--- config.mk ---
export PLATFORM = sky130hd
export DESIGN_NAME = ppt_top
export DESIGN_NICKNAME = d
export VERILOG_FILES = /design/src/core/ppt_pkg.sv /design/src/core/ppt_if.sv /design/src/core/ppt_trig.sv /design/src/core/ppt_top.sv
export VERILOG_INCLUDE_DIRS = /design/src /design/src/core
export SDC_FILE = /design/constraint.sdc
export NUM_CORES = 1
export LEC_CHECK = 0
export BUFFER_PORTS_ARGS = -buffer_cell sky130_fd_sc_hd__buf_2
export CAP_MARGIN = 0
export CORE_MARGIN = 2
export CORE_UTILIZATION = 30
export CTS_BUF_LIST = sky130_fd_sc_hd__clkbuf_2
export DETAILED_ROUTE_END_ITERATION = 8
export GPL_ROUTABILITY_DRIVEN = 0
export REMOVE_ABC_BUFFERS = 1
export SLEW_MARGIN = 0
export SYNTH_ARGS = -nofsm -noshare
export SYNTH_HDL_FRONTEND = slang
export SYNTH_SLANG_ARGS = --single-unit
--- constraint.sdc ---
create_clock -name clk_in -period 5.2 [get_ports clk_in]
set_clock_uncertainty 0.15 [all_clocks]
set_input_delay 0.52 -clock clk_in [delete_from_list [all_inputs] [get_ports clk_in]]
set_output_delay 0.52 -clock clk_in [all_outputs]
set_load 0.005 [all_outputs]
--- src/core/ppt_defs.svh ---
`ifndef PPT_DEFS_SVH
`define PPT_DEFS_SVH

// Start control field encodings
`define PPT_START_STOP  2'h0
`define PPT_START_CMD   2'h1
`define PPT_START_RISE  2'h2
`define PPT_START_FALL  2'h3

// Counter and compare width
`define PPT_WIDTH       16

// Default source clock division (one count tick every N clk_in cycles)
`define PPT_SRC_DIV     128

// Reset values
`define PPT_CNT_RST     16'h0000
`define PPT_CMP_RST     16'hFFFF
`define PPT_FF_RST      1'h0

`endif

--- src/core/ppt_pkg.sv ---
package ppt_pkg;
   // Run state of the timer
   typedef enum logic [1:0] {
      PPT_IDLE,
      PPT_ARMED,
      PPT_RUN
   } ppt_state_t;

   // Operating mode select
   typedef enum logic {
      PPT_MODE_TIMER,
      PPT_MODE_PULSE
   } ppt_mode_t;
endpackage : ppt_pkg

--- src/core/ppt_if.sv ---
`timescale 1ns/100ps
// Trigger edge events between the pin conditioner and the timer core
interface ppt_edge_if;
   logic rise;   // One-cycle pulse on a rising pin edge
   logic fall;   // One-cycle pulse on a falling pin edge
   modport src (output rise, output fall);
   modport dst (input rise, input fall);
endinterface : ppt_edge_if

--- src/core/ppt_trig.sv ---
`timescale 1ns/100ps
// Trigger pin conditioner: synchroniser plus edge detector
module ppt_trig (
   input  wire logic clk_in,      // System clock
   input  wire logic rst_in,      // Async reset, active high
   input  wire logic pin_in,      // Raw trigger pin
   ppt_edge_if.src   edge_if      // Edge pulses out
);
   logic sync1_q;  // First stage, read only by second
   logic sync2_q;  // Second stage, safe to use
   logic prev_q;   // Delayed copy for edge detect

   // Two-flop synchroniser and history
   always_ff @(posedge clk_in or posedge rst_in) begin
      if (rst_in) begin
         sync1_q <= 1'h0;
         sync2_q <= 1'h0;
         prev_q  <= 1'h0;
      end else begin
         sync1_q <= pin_in;
         sync2_q <= sync1_q;
         prev_q  <= sync2_q;
      end
   end

   // Edges are one-cycle pulses
   assign edge_if.rise = sync2_q & ~prev_q;
   assign edge_if.fall = ~sync2_q & prev_q;
endmodule : ppt_trig

--- src/core/ppt_top.sv ---
`timescale 1ns/100ps
`include "ppt_defs.svh"

// How it works
// - Counter and compare registers are 16 bits
// - Counter increments on selected source clock tick
// - Start field picks command or trigger edge
// - Repeat bit: 0 continuous, 1 one-shot
// - Duty match toggles, interrupts, keeps counting
// - Continuous period match toggles, interrupts, clears counter
// - Writing stop halts counter, pin holds level
// - One-shot period match clears start field, stops
// - Pin is complement of the output flip-flop
// - Reset clears the output flip-flop
// - Inverted stop: setting written in pulse mode lands complemented; a timer mode write loads it as written
module ppt_top
   import ppt_pkg::*;
#(
   parameter int SRC_DIV = `PPT_SRC_DIV   // clk_in cycles per count tick
) (
   input  wire logic                   clk_in,          // 25 MHz system clock
   input  wire logic                   rst_in,          // Async reset, active high
   input  wire logic                   trig_pin_in,     // Trigger input pin
   input  wire logic                   ctl_wr_in,       // Control register write strobe
   input  wire logic [1:0]             ctl_start_in,    // Start control field data
   input  wire logic                   ctl_repeat_in,   // Repeat select bit data
   input  wire logic                   ctl_tff_in,      // Initial output setting data
   input  wire ppt_pkg::ppt_mode_t     ctl_mode_in,     // Mode select field data
   input  wire logic                   period_wr_in,    // Period compare write strobe
   input  wire logic                   duty_wr_in,      // Duty compare write strobe
   input  wire logic [`PPT_WIDTH-1:0]  cmp_data_in,     // Compare write data
   output logic                        pulse_out_n_out, // Pulse output pin
   output logic                        timer_match_irq_out, // Match interrupt pulse
   output logic [1:0]                  start_field_out, // Start field readback
   output logic                        running_out,     // Counter is counting
   output logic [`PPT_WIDTH-1:0]       count_out        // Counter readback
);
   import ppt_pkg::*;

   localparam int DIVW = $clog2(SRC_DIV + 1);          // Divider counter width
   localparam logic [DIVW-1:0] DIV_LAST = DIVW'(SRC_DIV - 1);

   ppt_edge_if edge_if ();                             // Trigger edge events

   logic [DIVW-1:0]        div_q;        // Source clock divider
   logic                   tick;         // One-cycle source clock enable
   logic [1:0]             start_q;      // Start control field
   logic                   repeat_q;     // Repeat select bit
   ppt_mode_t              mode_q;       // Mode select field
   ppt_state_t             state_q;      // Run state
   logic                   running_q;    // Registered copy of the run state
   logic [`PPT_WIDTH-1:0]  cnt_q;        // Up-counter
   logic [`PPT_WIDTH-1:0]  period_q;     // Period compare value
   logic [`PPT_WIDTH-1:0]  duty_q;       // Duty compare value
   logic                   ff_q;         // Output flip-flop
   logic                   ff_d;         // Next output flip-flop
   logic                   inv_q;        // Flip-flop inverted from start level
   logic                   irq_q;        // Interrupt pulse register
   logic                   pin_q;        // Pin register
   logic                   duty_hit;     // Duty match on this tick
   logic                   period_hit;   // Period match on this tick
   logic                   trig_hit;     // Selected trigger edge seen
   logic                   pulse_mode;   // Pulse generation selected

   // Pin conditioning lives in its own module
   ppt_trig u_trig (
      .clk_in  (clk_in),
      .rst_in  (rst_in),
      .pin_in  (trig_pin_in),
      .edge_if (edge_if)
   );

   assign pulse_mode = (mode_q == PPT_MODE_PULSE);

   // Source clock divider; free running so ticks stay evenly spaced
   always_ff @(posedge clk_in or posedge rst_in) begin
      if (rst_in) begin
         div_q <= '0;
      end else if (div_q == DIV_LAST) begin
         div_q <= '0;
      end else begin
         div_q <= div_q + DIVW'(1);
      end
   end
   assign tick = (div_q == DIV_LAST);

   // Compare hits, judged only while running on a tick
   assign duty_hit   = pulse_mode && (state_q == PPT_RUN) && tick && (cnt_q == duty_q);
   assign period_hit = pulse_mode && (state_q == PPT_RUN) && tick && (cnt_q == period_q);

   // Trigger edge chosen by the start field
   assign trig_hit = (start_q == `PPT_START_RISE) ? edge_if.rise :
                     (start_q == `PPT_START_FALL) ? edge_if.fall : 1'h0;

   // Control fields; hardware stop on one-shot end beats a soft write
   always_ff @(posedge clk_in or posedge rst_in) begin
      if (rst_in) begin
         start_q  <= `PPT_START_STOP;
         repeat_q <= 1'h0;
         mode_q   <= PPT_MODE_TIMER;
      end else begin
         if (ctl_wr_in) begin
            repeat_q <= ctl_repeat_in;
            mode_q   <= ctl_mode_in;
         end
         if (period_hit && repeat_q) begin
            start_q <= `PPT_START_STOP;
         end else if (ctl_wr_in) begin
            start_q <= ctl_start_in;
         end
      end
   end

   // Run state: a write of stop halts at once
   // Run flag kept beside it so the readback leaves straight from a register
   always_ff @(posedge clk_in or posedge rst_in) begin
      if (rst_in) begin
         state_q   <= PPT_IDLE;
         running_q <= 1'h0;
      end else if (period_hit && repeat_q) begin
         state_q   <= PPT_IDLE;
         running_q <= 1'h0;
      end else if (ctl_wr_in) begin
         unique case (ctl_start_in)
            `PPT_START_STOP: begin
               state_q   <= PPT_IDLE;
               running_q <= 1'h0;
            end
            `PPT_START_CMD: begin
               state_q   <= PPT_RUN;
               running_q <= 1'h1;
            end
            default: begin
               // Trigger start written while running keeps running
               state_q   <= (state_q == PPT_RUN) ? PPT_RUN : PPT_ARMED;
               running_q <= (state_q == PPT_RUN);
            end
         endcase
      end else if (state_q == PPT_ARMED && trig_hit) begin
         state_q   <= PPT_RUN;
         running_q <= 1'h1;
      end
   end

   // Up-counter; holds its value when stopped
   always_ff @(posedge clk_in or posedge rst_in) begin
      if (rst_in) begin
         cnt_q <= `PPT_CNT_RST;
      end else if (period_hit) begin
         cnt_q <= `PPT_CNT_RST;
      end else if (state_q == PPT_RUN && tick) begin
         cnt_q <= cnt_q + `PPT_WIDTH'(1);
      end
   end

   // Compare registers; software keeps period above duty
   always_ff @(posedge clk_in or posedge rst_in) begin
      if (rst_in) begin
         period_q <= `PPT_CMP_RST;
         duty_q   <= `PPT_CMP_RST;
      end else begin
         if (period_wr_in) begin
            period_q <= cmp_data_in;
         end
         if (duty_wr_in) begin
            duty_q <= cmp_data_in;
         end
      end
   end

   // Output flip-flop next value: matches toggle, setup writes load
   always_comb begin
      ff_d = ff_q;
      if (duty_hit || period_hit) begin
         ff_d = ~ff_q;
      end else if (ctl_wr_in && state_q != PPT_RUN) begin
         if (ctl_mode_in == PPT_MODE_TIMER) begin
            ff_d = ctl_tff_in;
         end else begin
            // Stopped inverted, the setting lands complemented
            ff_d = inv_q ? ~ctl_tff_in : ctl_tff_in;
         end
      end
   end

   // Flip-flop, inversion tracker and the pin that mirrors it
   always_ff @(posedge clk_in or posedge rst_in) begin
      if (rst_in) begin
         ff_q  <= `PPT_FF_RST;
         inv_q <= 1'h0;
         pin_q <= ~`PPT_FF_RST;
      end else begin
         ff_q  <= ff_d;
         pin_q <= ~ff_d;
         if (duty_hit || period_hit) begin
            inv_q <= ~inv_q;
         end else if (ctl_wr_in && ctl_mode_in == PPT_MODE_TIMER) begin
            // Passing through timer mode re-arms a clean start level
            inv_q <= 1'h0;
         end
      end
   end

   // Interrupt pulse, one cycle per match
   always_ff @(posedge clk_in or posedge rst_in) begin
      if (rst_in) begin
         irq_q <= 1'h0;
      end else begin
         irq_q <= duty_hit || period_hit;
      end
   end

   assign pulse_out_n_out     = pin_q;
   assign timer_match_irq_out = irq_q;
   assign start_field_out     = start_q;
   assign running_out         = running_q;
   assign count_out           = cnt_q;

   // Pin always opposite of the flip-flop
   a_pin_complement: assert property (@(posedge clk_in) disable iff (rst_in)
      pulse_out_n_out == ~ff_q) else $error("pin not complement of flip-flop");

   // Interrupt is exactly one cycle wide
   a_irq_one_cycle: assert property (@(posedge clk_in) disable iff (rst_in)
      irq_q |=> !irq_q) else $error("interrupt wider than one cycle");

   // Match toggles flip-flop and raises interrupt together
   a_match_toggle: assert property (@(posedge clk_in) disable iff (rst_in)
      (duty_hit || period_hit) |=> (irq_q && ff_q != $past(ff_q)))
      else $error("match did not toggle and interrupt");

   // Duty match keeps counting
   a_duty_counts: assert property (@(posedge clk_in) disable iff (rst_in)
      (duty_hit && !period_hit) |=> cnt_q == $past(cnt_q) + 16'h0001)
      else $error("counter did not advance after duty match");

   // Continuous period match clears counter and stays running
   a_period_clear: assert property (@(posedge clk_in) disable iff (rst_in)
      (period_hit && !repeat_q && !ctl_wr_in) |=> (cnt_q == 16'h0000 && running_out))
      else $error("period match did not clear and continue");

   // One-shot end clears start field and stops
   a_oneshot_stop: assert property (@(posedge clk_in) disable iff (rst_in)
      (period_hit && repeat_q) |=> (start_q == 2'h0 && !running_out))
      else $error("one-shot did not stop");

   // Stopped timer holds count and pin
   a_stop_holds: assert property (@(posedge clk_in) disable iff (rst_in)
      (state_q == PPT_IDLE && !ctl_wr_in) |=> ($stable(cnt_q) && $stable(pulse_out_n_out)))
      else $error("stopped timer changed state");

   // Counter advances only on ticks
   a_count_on_tick: assert property (@(posedge clk_in) disable iff (rst_in)
      (!tick) |=> $stable(cnt_q)) else $error("counter moved without tick");
endmodule : ppt_top

# ---- Word-level counts from Yosys, hierarchy flattened
# Index checks and enable logic that the tools add are counted.
# Widths: inputs -> output; s select.
dict set report word_totals {
  rom_bits 0
  in_bits 27
  regBits 70
  latch_bits 0
  mem_count 0
  mem_bits_rw 0
}
dict set report op_classes {
  magnitude_cmp 0
  muxes 22
  n_addsub 2
  div 0
  n_bitwise 9
  n_eq_ne 9
  shifts 0
  mul 0
  reduce_logical 15
}
# cell n
set op_table {}
lappend op_table {{$eq 16x16->1} 2}
lappend op_table {{$mux 16} 2}
lappend op_table {{$add 16x1->16 const B} 1}
lappend op_table {{$mux 2} 6}
lappend op_table {{$mux 1} 11}
lappend op_table {{$logic_and 1x1->1} 9}
lappend op_table {{$add 8x1->8 const B} 1}
lappend op_table {{$eq 8x7->1 const B} 1}
lappend op_table {{$mux 8} 1}
lappend op_table {{$not 1->1} 7}
lappend op_table {{$eq 2x2->1 const B} 3}
lappend op_table {{$reduce_bool 2->1} 3}
lappend op_table {{$eq 2x1->1 const B} 2}
lappend op_table {{$pmux 2 s2} 1}
lappend op_table {{$reduce_bool 3->1} 1}
lappend op_table {{$and 1x1->1} 2}
lappend op_table {{$logic_not 2->1} 1}
lappend op_table {{$ne 2x2->1 const B} 1}
lappend op_table {{$pmux 1 s2} 1}
lappend op_table {{$logic_or 1x1->1} 1}

# ---- Logic depth before layout (Yosys ltp)
dict set report logic_depth {
  word_depth 8
  mapped_depth 7
  depth_no_buf 6
}

# ---- By module
# A second synthesis with hierarchy kept.
dict set report hier_totals {
  cells_unflattened 282
  area_unflattened_um2 3345.7
}
# mod cells_per_inst area_per_inst_um2 instances
set by_module_without_submodules {}
lappend by_module_without_submodules {ppt_top 276 3251.9 1}
lappend by_module_without_submodules {ppt_trig 6 93.8 1}

# ---- Worst setup path before layout
# OpenSTA, ideal clock, no wires.
dict set report synth_path {
  path_kind {reg2reg}
  startpoint {register div_q[0]}
  endpoint {register cnt_q[12], in the netlist count_out[12]}
  synth_period_minus_slack_ns 2.063
  setup_time_ns 0.078
  stages_incl_launch_ff 7
  path_slack_ns 3.137
  arrival_time_ns 1.836
  n_path_buf 0
  path_cell_list {dfrtp_1 ha_1 and2_1 nand4_2 or4_4 or3_1 a21oi_1}
}
dict set report synth_via {
  elab_chain_len 4
  word_cells_on_any_way 6
  cone_classes {eq/ne (1); mux (1); reduce/logical (4)}
}
# element line_no
set synth_lines {}
lappend synth_lines {{from (decl)} ppt_top.sv:45} ;# logic [DIVW-1:0] div_q;
lappend synth_lines {{from (signal assigned)} ppt_top.sv:82} ;# div_q <= div_q + DIVW'(1);
lappend synth_lines {{$eq 8x7->1 (*)} ppt_top.sv:85} ;# assign tick = (div_q == DIV_LAST);
lappend synth_lines {{$logic_and 1x1->1 (2 in series)} ppt_top.sv:89} ;# assign period_hit = pulse_mode && (state_q == PPT_RUN) && tick && (cnt_q == period_q);
lappend synth_lines {{$mux 16 / $reduce_bool 2->1 (equally long branches)} -}
lappend synth_lines {{to (signal assigned)} ppt_top.sv:148} ;# cnt_q <= `PPT_CNT_RST;
lappend synth_lines {{to (signal assigned)} ppt_top.sv:150} ;# cnt_q <= `PPT_CNT_RST;
lappend synth_lines {{to (signal assigned)} ppt_top.sv:152} ;# cnt_q <= cnt_q + `PPT_WIDTH'(1);
lappend synth_lines {{to (decl)} ppt_top.sv:52} ;# logic [`PPT_WIDTH-1:0] cnt_q;
# Mark *: on every way between the ends. The rest lies on a longest branch, timed or not.
# A chain may end at the register's enable or synchronous reset.

# ---- Worst setup path in the final report
dict set report layout_path {
  startpoint {register cnt_q[7], in the netlist count_out[7]}
  endpoint {register start_q[1], in the netlist start_field_out[1]}
}
dict set report layout_via {
  elab_chain_len 4
  word_cells_on_any_way 5
  cone_classes {eq/ne (1); mux (1); reduce/logical (3)}
}
# element line_no
set layout_lines {}
lappend layout_lines {{$eq 16x16->1 (*)} ppt_top.sv:89}
lappend layout_lines {{$logic_and 1x1->1 (*)} ppt_top.sv:89}
lappend layout_lines {{$logic_and 1x1->1 (*)} ppt_top.sv:106} ;# if (period_hit && repeat_q) begin
lappend layout_lines {{$mux 2 / $reduce_bool 2->1 (equally long branches)} -}
lappend layout_lines {{to (signal assigned)} ppt_top.sv:98} ;# start_q <= `PPT_START_STOP;
lappend layout_lines {{to (signal assigned)} ppt_top.sv:107} ;# start_q <= `PPT_START_STOP;
lappend layout_lines {{to (signal assigned)} ppt_top.sv:109} ;# start_q <= ctl_start_in;
lappend layout_lines {{to (decl)} ppt_top.sv:47} ;# logic [1:0] start_q;
# Marked as above.

==> reports/qor_table.md <==
| Group | Item | Reported |
| --- | --- | --- |
| synth | Share of the yosys chip area belonging to registers | 0.538 |
| placement | Place WS | 2080 ps |
| clock tree | Depth of the CTS H-tree | 3 |
| sta | Worst-margin pin slew | 1300 ps |
| power and ir drop | Sum of internal, switching and leakage power | 0.959 mW |
| route | Router iterations before antenna repair | 6 |
| grt | Via count of the first global-routing pass | 2200 |
| placement | Area of placed instances | 3650 sq um |
| status | Run status | completed |
| floorplan | Area enclosed by the die boundary | 11800 sq um |
| grt | Gr usage total | 0.130 |
| final layout | Core utilization of the finished layout | 0.348 |
| synth | Flip-flop and latch count after synthesis | 69 |
| final layout | Fill cell total of the finished layout | 1125 |
| placement | Post-DP HPWL | 5020 um |
| clock tree | Clk Latency, worst-skew pair | 520 ps |
| sta | Number of slew-limit violations in the final report | 0 |
| critical path | Worst setup SP type | flip-flop |
| worst hold path | Min-delay worst type | input port to asynchronous set/reset pin |
| flow run | # Max-Cap Violations | 0 |
| grt | Total congestion overflow | 0 |
| synth | Synth Instances | 277 |
| synth | Mean instance size in the synthesized netlist | 11.9 sq um |
| grt | Largest net degree at the start of global routing | 70 |
| synth | Dominant synthesized flop cell | sky130_fd_sc_hd__dfrtp_1 |
| floorplan | Initial Utilization | 0.306 |
| critical path | Cell type group with the largest total delay on the critical path | simple AND/OR/NAND/NOR gates |
| final layout | Non-filler cells, final | 469 |
| final layout | Fraction of layout instances using a drive strength above 1 | 0.407 |
| synth | Cell area after synthesis | 3290 sq um |
| clock tree | Total clock buffers created by CTS | 9 |
| critical path | Highest net fanout along the worst path | 18 |
| grt | First-pass GRT wire length | 11600 um |
| final layout | Cell area after layout | 3740 sq um |
| sta | Accumulated negative setup slack | 0 ps |
| final layout | Area growth, synth to finish | 13.7% |
| final layout | Net count reported at finish | 353 |
| route | Remaining antenna violation count after routing | 0 |
| sta | Period Utilization, post-route | 0.602 |
| power and ir drop | Worst-case vdd ir drop | 124 uV |
| final layout | Number of diodes | 0 |
| route | Number of DRC violations after detailed-routing iteration 0 | 114 |
| critical path | Worst Path Class, Setup | flip-flop to flip-flop |
| placement | DP Cell Count | 452 |
| critical path | Required @ worst endpoint | 5380 ps |
| critical path | Arrival time worst endpoint | 3320 ps |
| clock tree | Number of gates resized after cts | 0 |
| critical path | Category of the worst setup path capture point | flip-flop |
| route | Via-to-Cell Ratio | 4.71 |
| clock tree | Clock input transition at the sequential cells of the worst setup and hold paths | 190 ps |
| sta | Final-layout worst hold slack | 81.7 ps |
| placement | Count of input and output buffers | 47 |
| sta | Relative slew margins | 0.133 |
| power and ir drop | Leakage | 1.71 nW |
| route | Routed wire length | 7050 um |
| floorplan | Area of the core region | 10700 sq um |
| route | Count of vias placed by the detailed router | 2211 |
| floorplan | Boundary pin count | 48 |
| final layout | Area of combinational cells with multiple inputs | 1440 sq um |
| synth | Post-synth EDFFs | 0 |
| synth | Area share of the largest cell type after synthesis | 0.274 |
| sta | Number of setup violations in the final report | 0 |
| synth | Library cell occupying the most area in the post-synthesis netlist | sky130_fd_sc_hd__dfrtp_1 |
| sta | Worst setup margin | 2070 ps |
| clock tree | CTS sink count | 69 |
| critical path | Buffers plus inverters on the worst setup path | 0 |
| synth | Proportion of synthesized flip-flops having asynchronous set or reset | 1.00 |
| sta | Count of endpoints failing hold in the final timing report | 0 |
| route | Total DRC errors in the routed layout | 0 |
| critical path | Peak per-stage delay on the critical path | 1040 ps |
| sta | Minimum clock period after layout | 3130 ps |
| grt | Initial antenna violation count | 0 |
| critical path | Critical path, cell by cell | xor2_1 > nor4_1 > nand4_1 > nor2_1 > a22oi_1 |
| critical path | Worst-path cell with the longest stage delay | sky130_fd_sc_hd__nor2_1 |
| sta | Unrepaired setup endpoints after global routing | false |
| synth | Number of synthesis warnings | 0 |
| synth | Top cells by area, synth | sky130_fd_sc_hd__dfrtp_1, sky130_fd_sc_hd__dfstp_2, sky130_fd_sc_hd__mux2_2, sky130_fd_sc_hd__xor2_1, sky130_fd_sc_hd__xnor2_1 |
| clock tree | Maximum number of buffers from clock root to sink | 2 |
| clock tree | Cell at the root of the clock tree | sky130_fd_sc_hd__clkbuf_2 |
| power and ir drop | P per Cell Area | 257 nW/um^2 |
| floorplan | Height of the chip | 109 um |
| sta | Maximum achievable frequency | 319 MHz |
| synth | Distinct cells, synth | 42 |
| floorplan | Placement row count | 38 |
| final layout | Area taken by flip-flops and latches | 1770 sq um |
| clock tree | TritonCTS clock tree | yes |
| route | Routed length per instance | 15.0 um |
| floorplan | Die X-Extent | 109 um |
-- worst paths after layout --
path / startpoint / endpoint / slack (ps) / cells past startpoint
hold reg to reg: u_trig.sync1_q / u_trig.sync2_q / 230 / 0
max in group asynchronous: rst_in / u_trig.prev_q / 4250 / 3
min in group clk_in: cmp_data_in[9] / duty_q[9] / 80 / 2
setup reg to reg: count_out[7] / start_field_out[1] / 2070 / 5
hold / removal: rst_in / count_out[13] / 80 / 3
setup / recovery: count_out[7] / start_field_out[1] / 2070 / 5
-- what timing repair did --
action / in CTS / in global routing
hold buffers: 1 / 0
setup buffers: 0 / 0
setup endpoints to repair: 0 / 0
endpoints found under the hold margin: 1 / 0
-- cells in the mapped netlist, drive strengths merged (4+ instances only) --
cell,n
nor4,12
xor2,37
inv,6
buf,5
dfrtp,36
dfstp,33
mux2,35
xnor2,12
nand2,16
clkbuf,8
a21oi,4
o21ai,9
nor2,17
nand4,6
nand3,8
-- tightest hold or removal path, stage by stage --
cell,delay (ps)
sky130_fd_sc_hd__buf_2,100
sky130_fd_sc_hd__inv_2,30
sky130_fd_sc_hd__buf_4,650
-- power breakdown --
part           internal [mW]  leakage (nW)  switching [mW]
logic                 0.0545         0.842          0.0505
clock network         0.0548        0.0516           0.182
registers              0.592         0.816          0.0246
-- cells by family after synthesis --
| kind of cell | synth area share |
|---|---|
| adder cells (fa/ha/maj) | 0.00761 |
| multiplexers | 0.126 |
| AND/OR/NAND/NOR | 0.138 |
| XOR/XNOR | 0.131 |
| flip-flops | 0.538 |
| buffers and inverters | 0.0236 |
| AO/OA/AOI/OAI | 0.0365 |
-- registers in the layout, summed over array words and instances, names as in the netlist --
signal and flops:
pulse_out_n_out 1, div_q 8, inv_q 1, ff_q 1
timer_match_irq_out 1, duty_q 16, u_trig.prev_q 1, start_field_out 2
u_trig.sync1_q 1, repeat_q 1, state_q 2, u_trig.sync2_q 1
period_q 16, mode_q 1, count_out 16
-- layout by cell type, fill, tap and decap left out, types with 2 or more instances in the layout --
cell	synthesis	routed
sky130_fd_sc_hd__dfrtp_1	36	36
sky130_fd_sc_hd__dfstp_2	33	33
sky130_fd_sc_hd__nor2_1	17	17
sky130_fd_sc_hd__clkbuf_2	1	9
sky130_fd_sc_hd__o21ai_0	9	9
sky130_fd_sc_hd__or3_1	3	3
sky130_fd_sc_hd__xor2_1	37	37
sky130_fd_sc_hd__a22oi_1	2	2
sky130_fd_sc_hd__and2_1	2	2
sky130_fd_sc_hd__nor2b_1	2	2
sky130_fd_sc_hd__nor3_1	3	3
sky130_fd_sc_hd__mux2i_1	2	2
sky130_fd_sc_hd__nand3_1	8	8
sky130_fd_sc_hd__inv_1	6	5
sky130_fd_sc_hd__xnor2_1	12	12
sky130_fd_sc_hd__ha_1	2	2
sky130_fd_sc_hd__clkinv_1	0	4
sky130_fd_sc_hd__buf_2	4	47
sky130_fd_sc_hd__a21oi_1	3	3
sky130_fd_sc_hd__nand4_1	4	4
sky130_fd_sc_hd__clkinv_2	0	2
sky130_fd_sc_hd__mux2_2	35	35
sky130_fd_sc_hd__nand2_1	16	16
sky130_fd_sc_hd__nor4_1	12	12
sky130_fd_sc_hd__and3_1	3	3
-- layer usage --
metal / GRT usage / part of all wire / wire length [um]
met5: 0 / 0 / 0
met4: 0.0330 / 0.0089 / 63
met3: 0.0478 / 0.067 / 470
met2: 0.194 / 0.46 / 3230
met1: 0.179 / 0.47 / 3280
-- area by class of cell --
class,instances,area share
inverters,6,0.00603
clock inverters,7,0.00870
repair buffers,49,0.0676
flip-flops and latches,69,0.473
well taps,140,0.0469
multi-input cells,189,0.386
clock buffers,9,0.0121
Power figures use the tool's default switching activity.
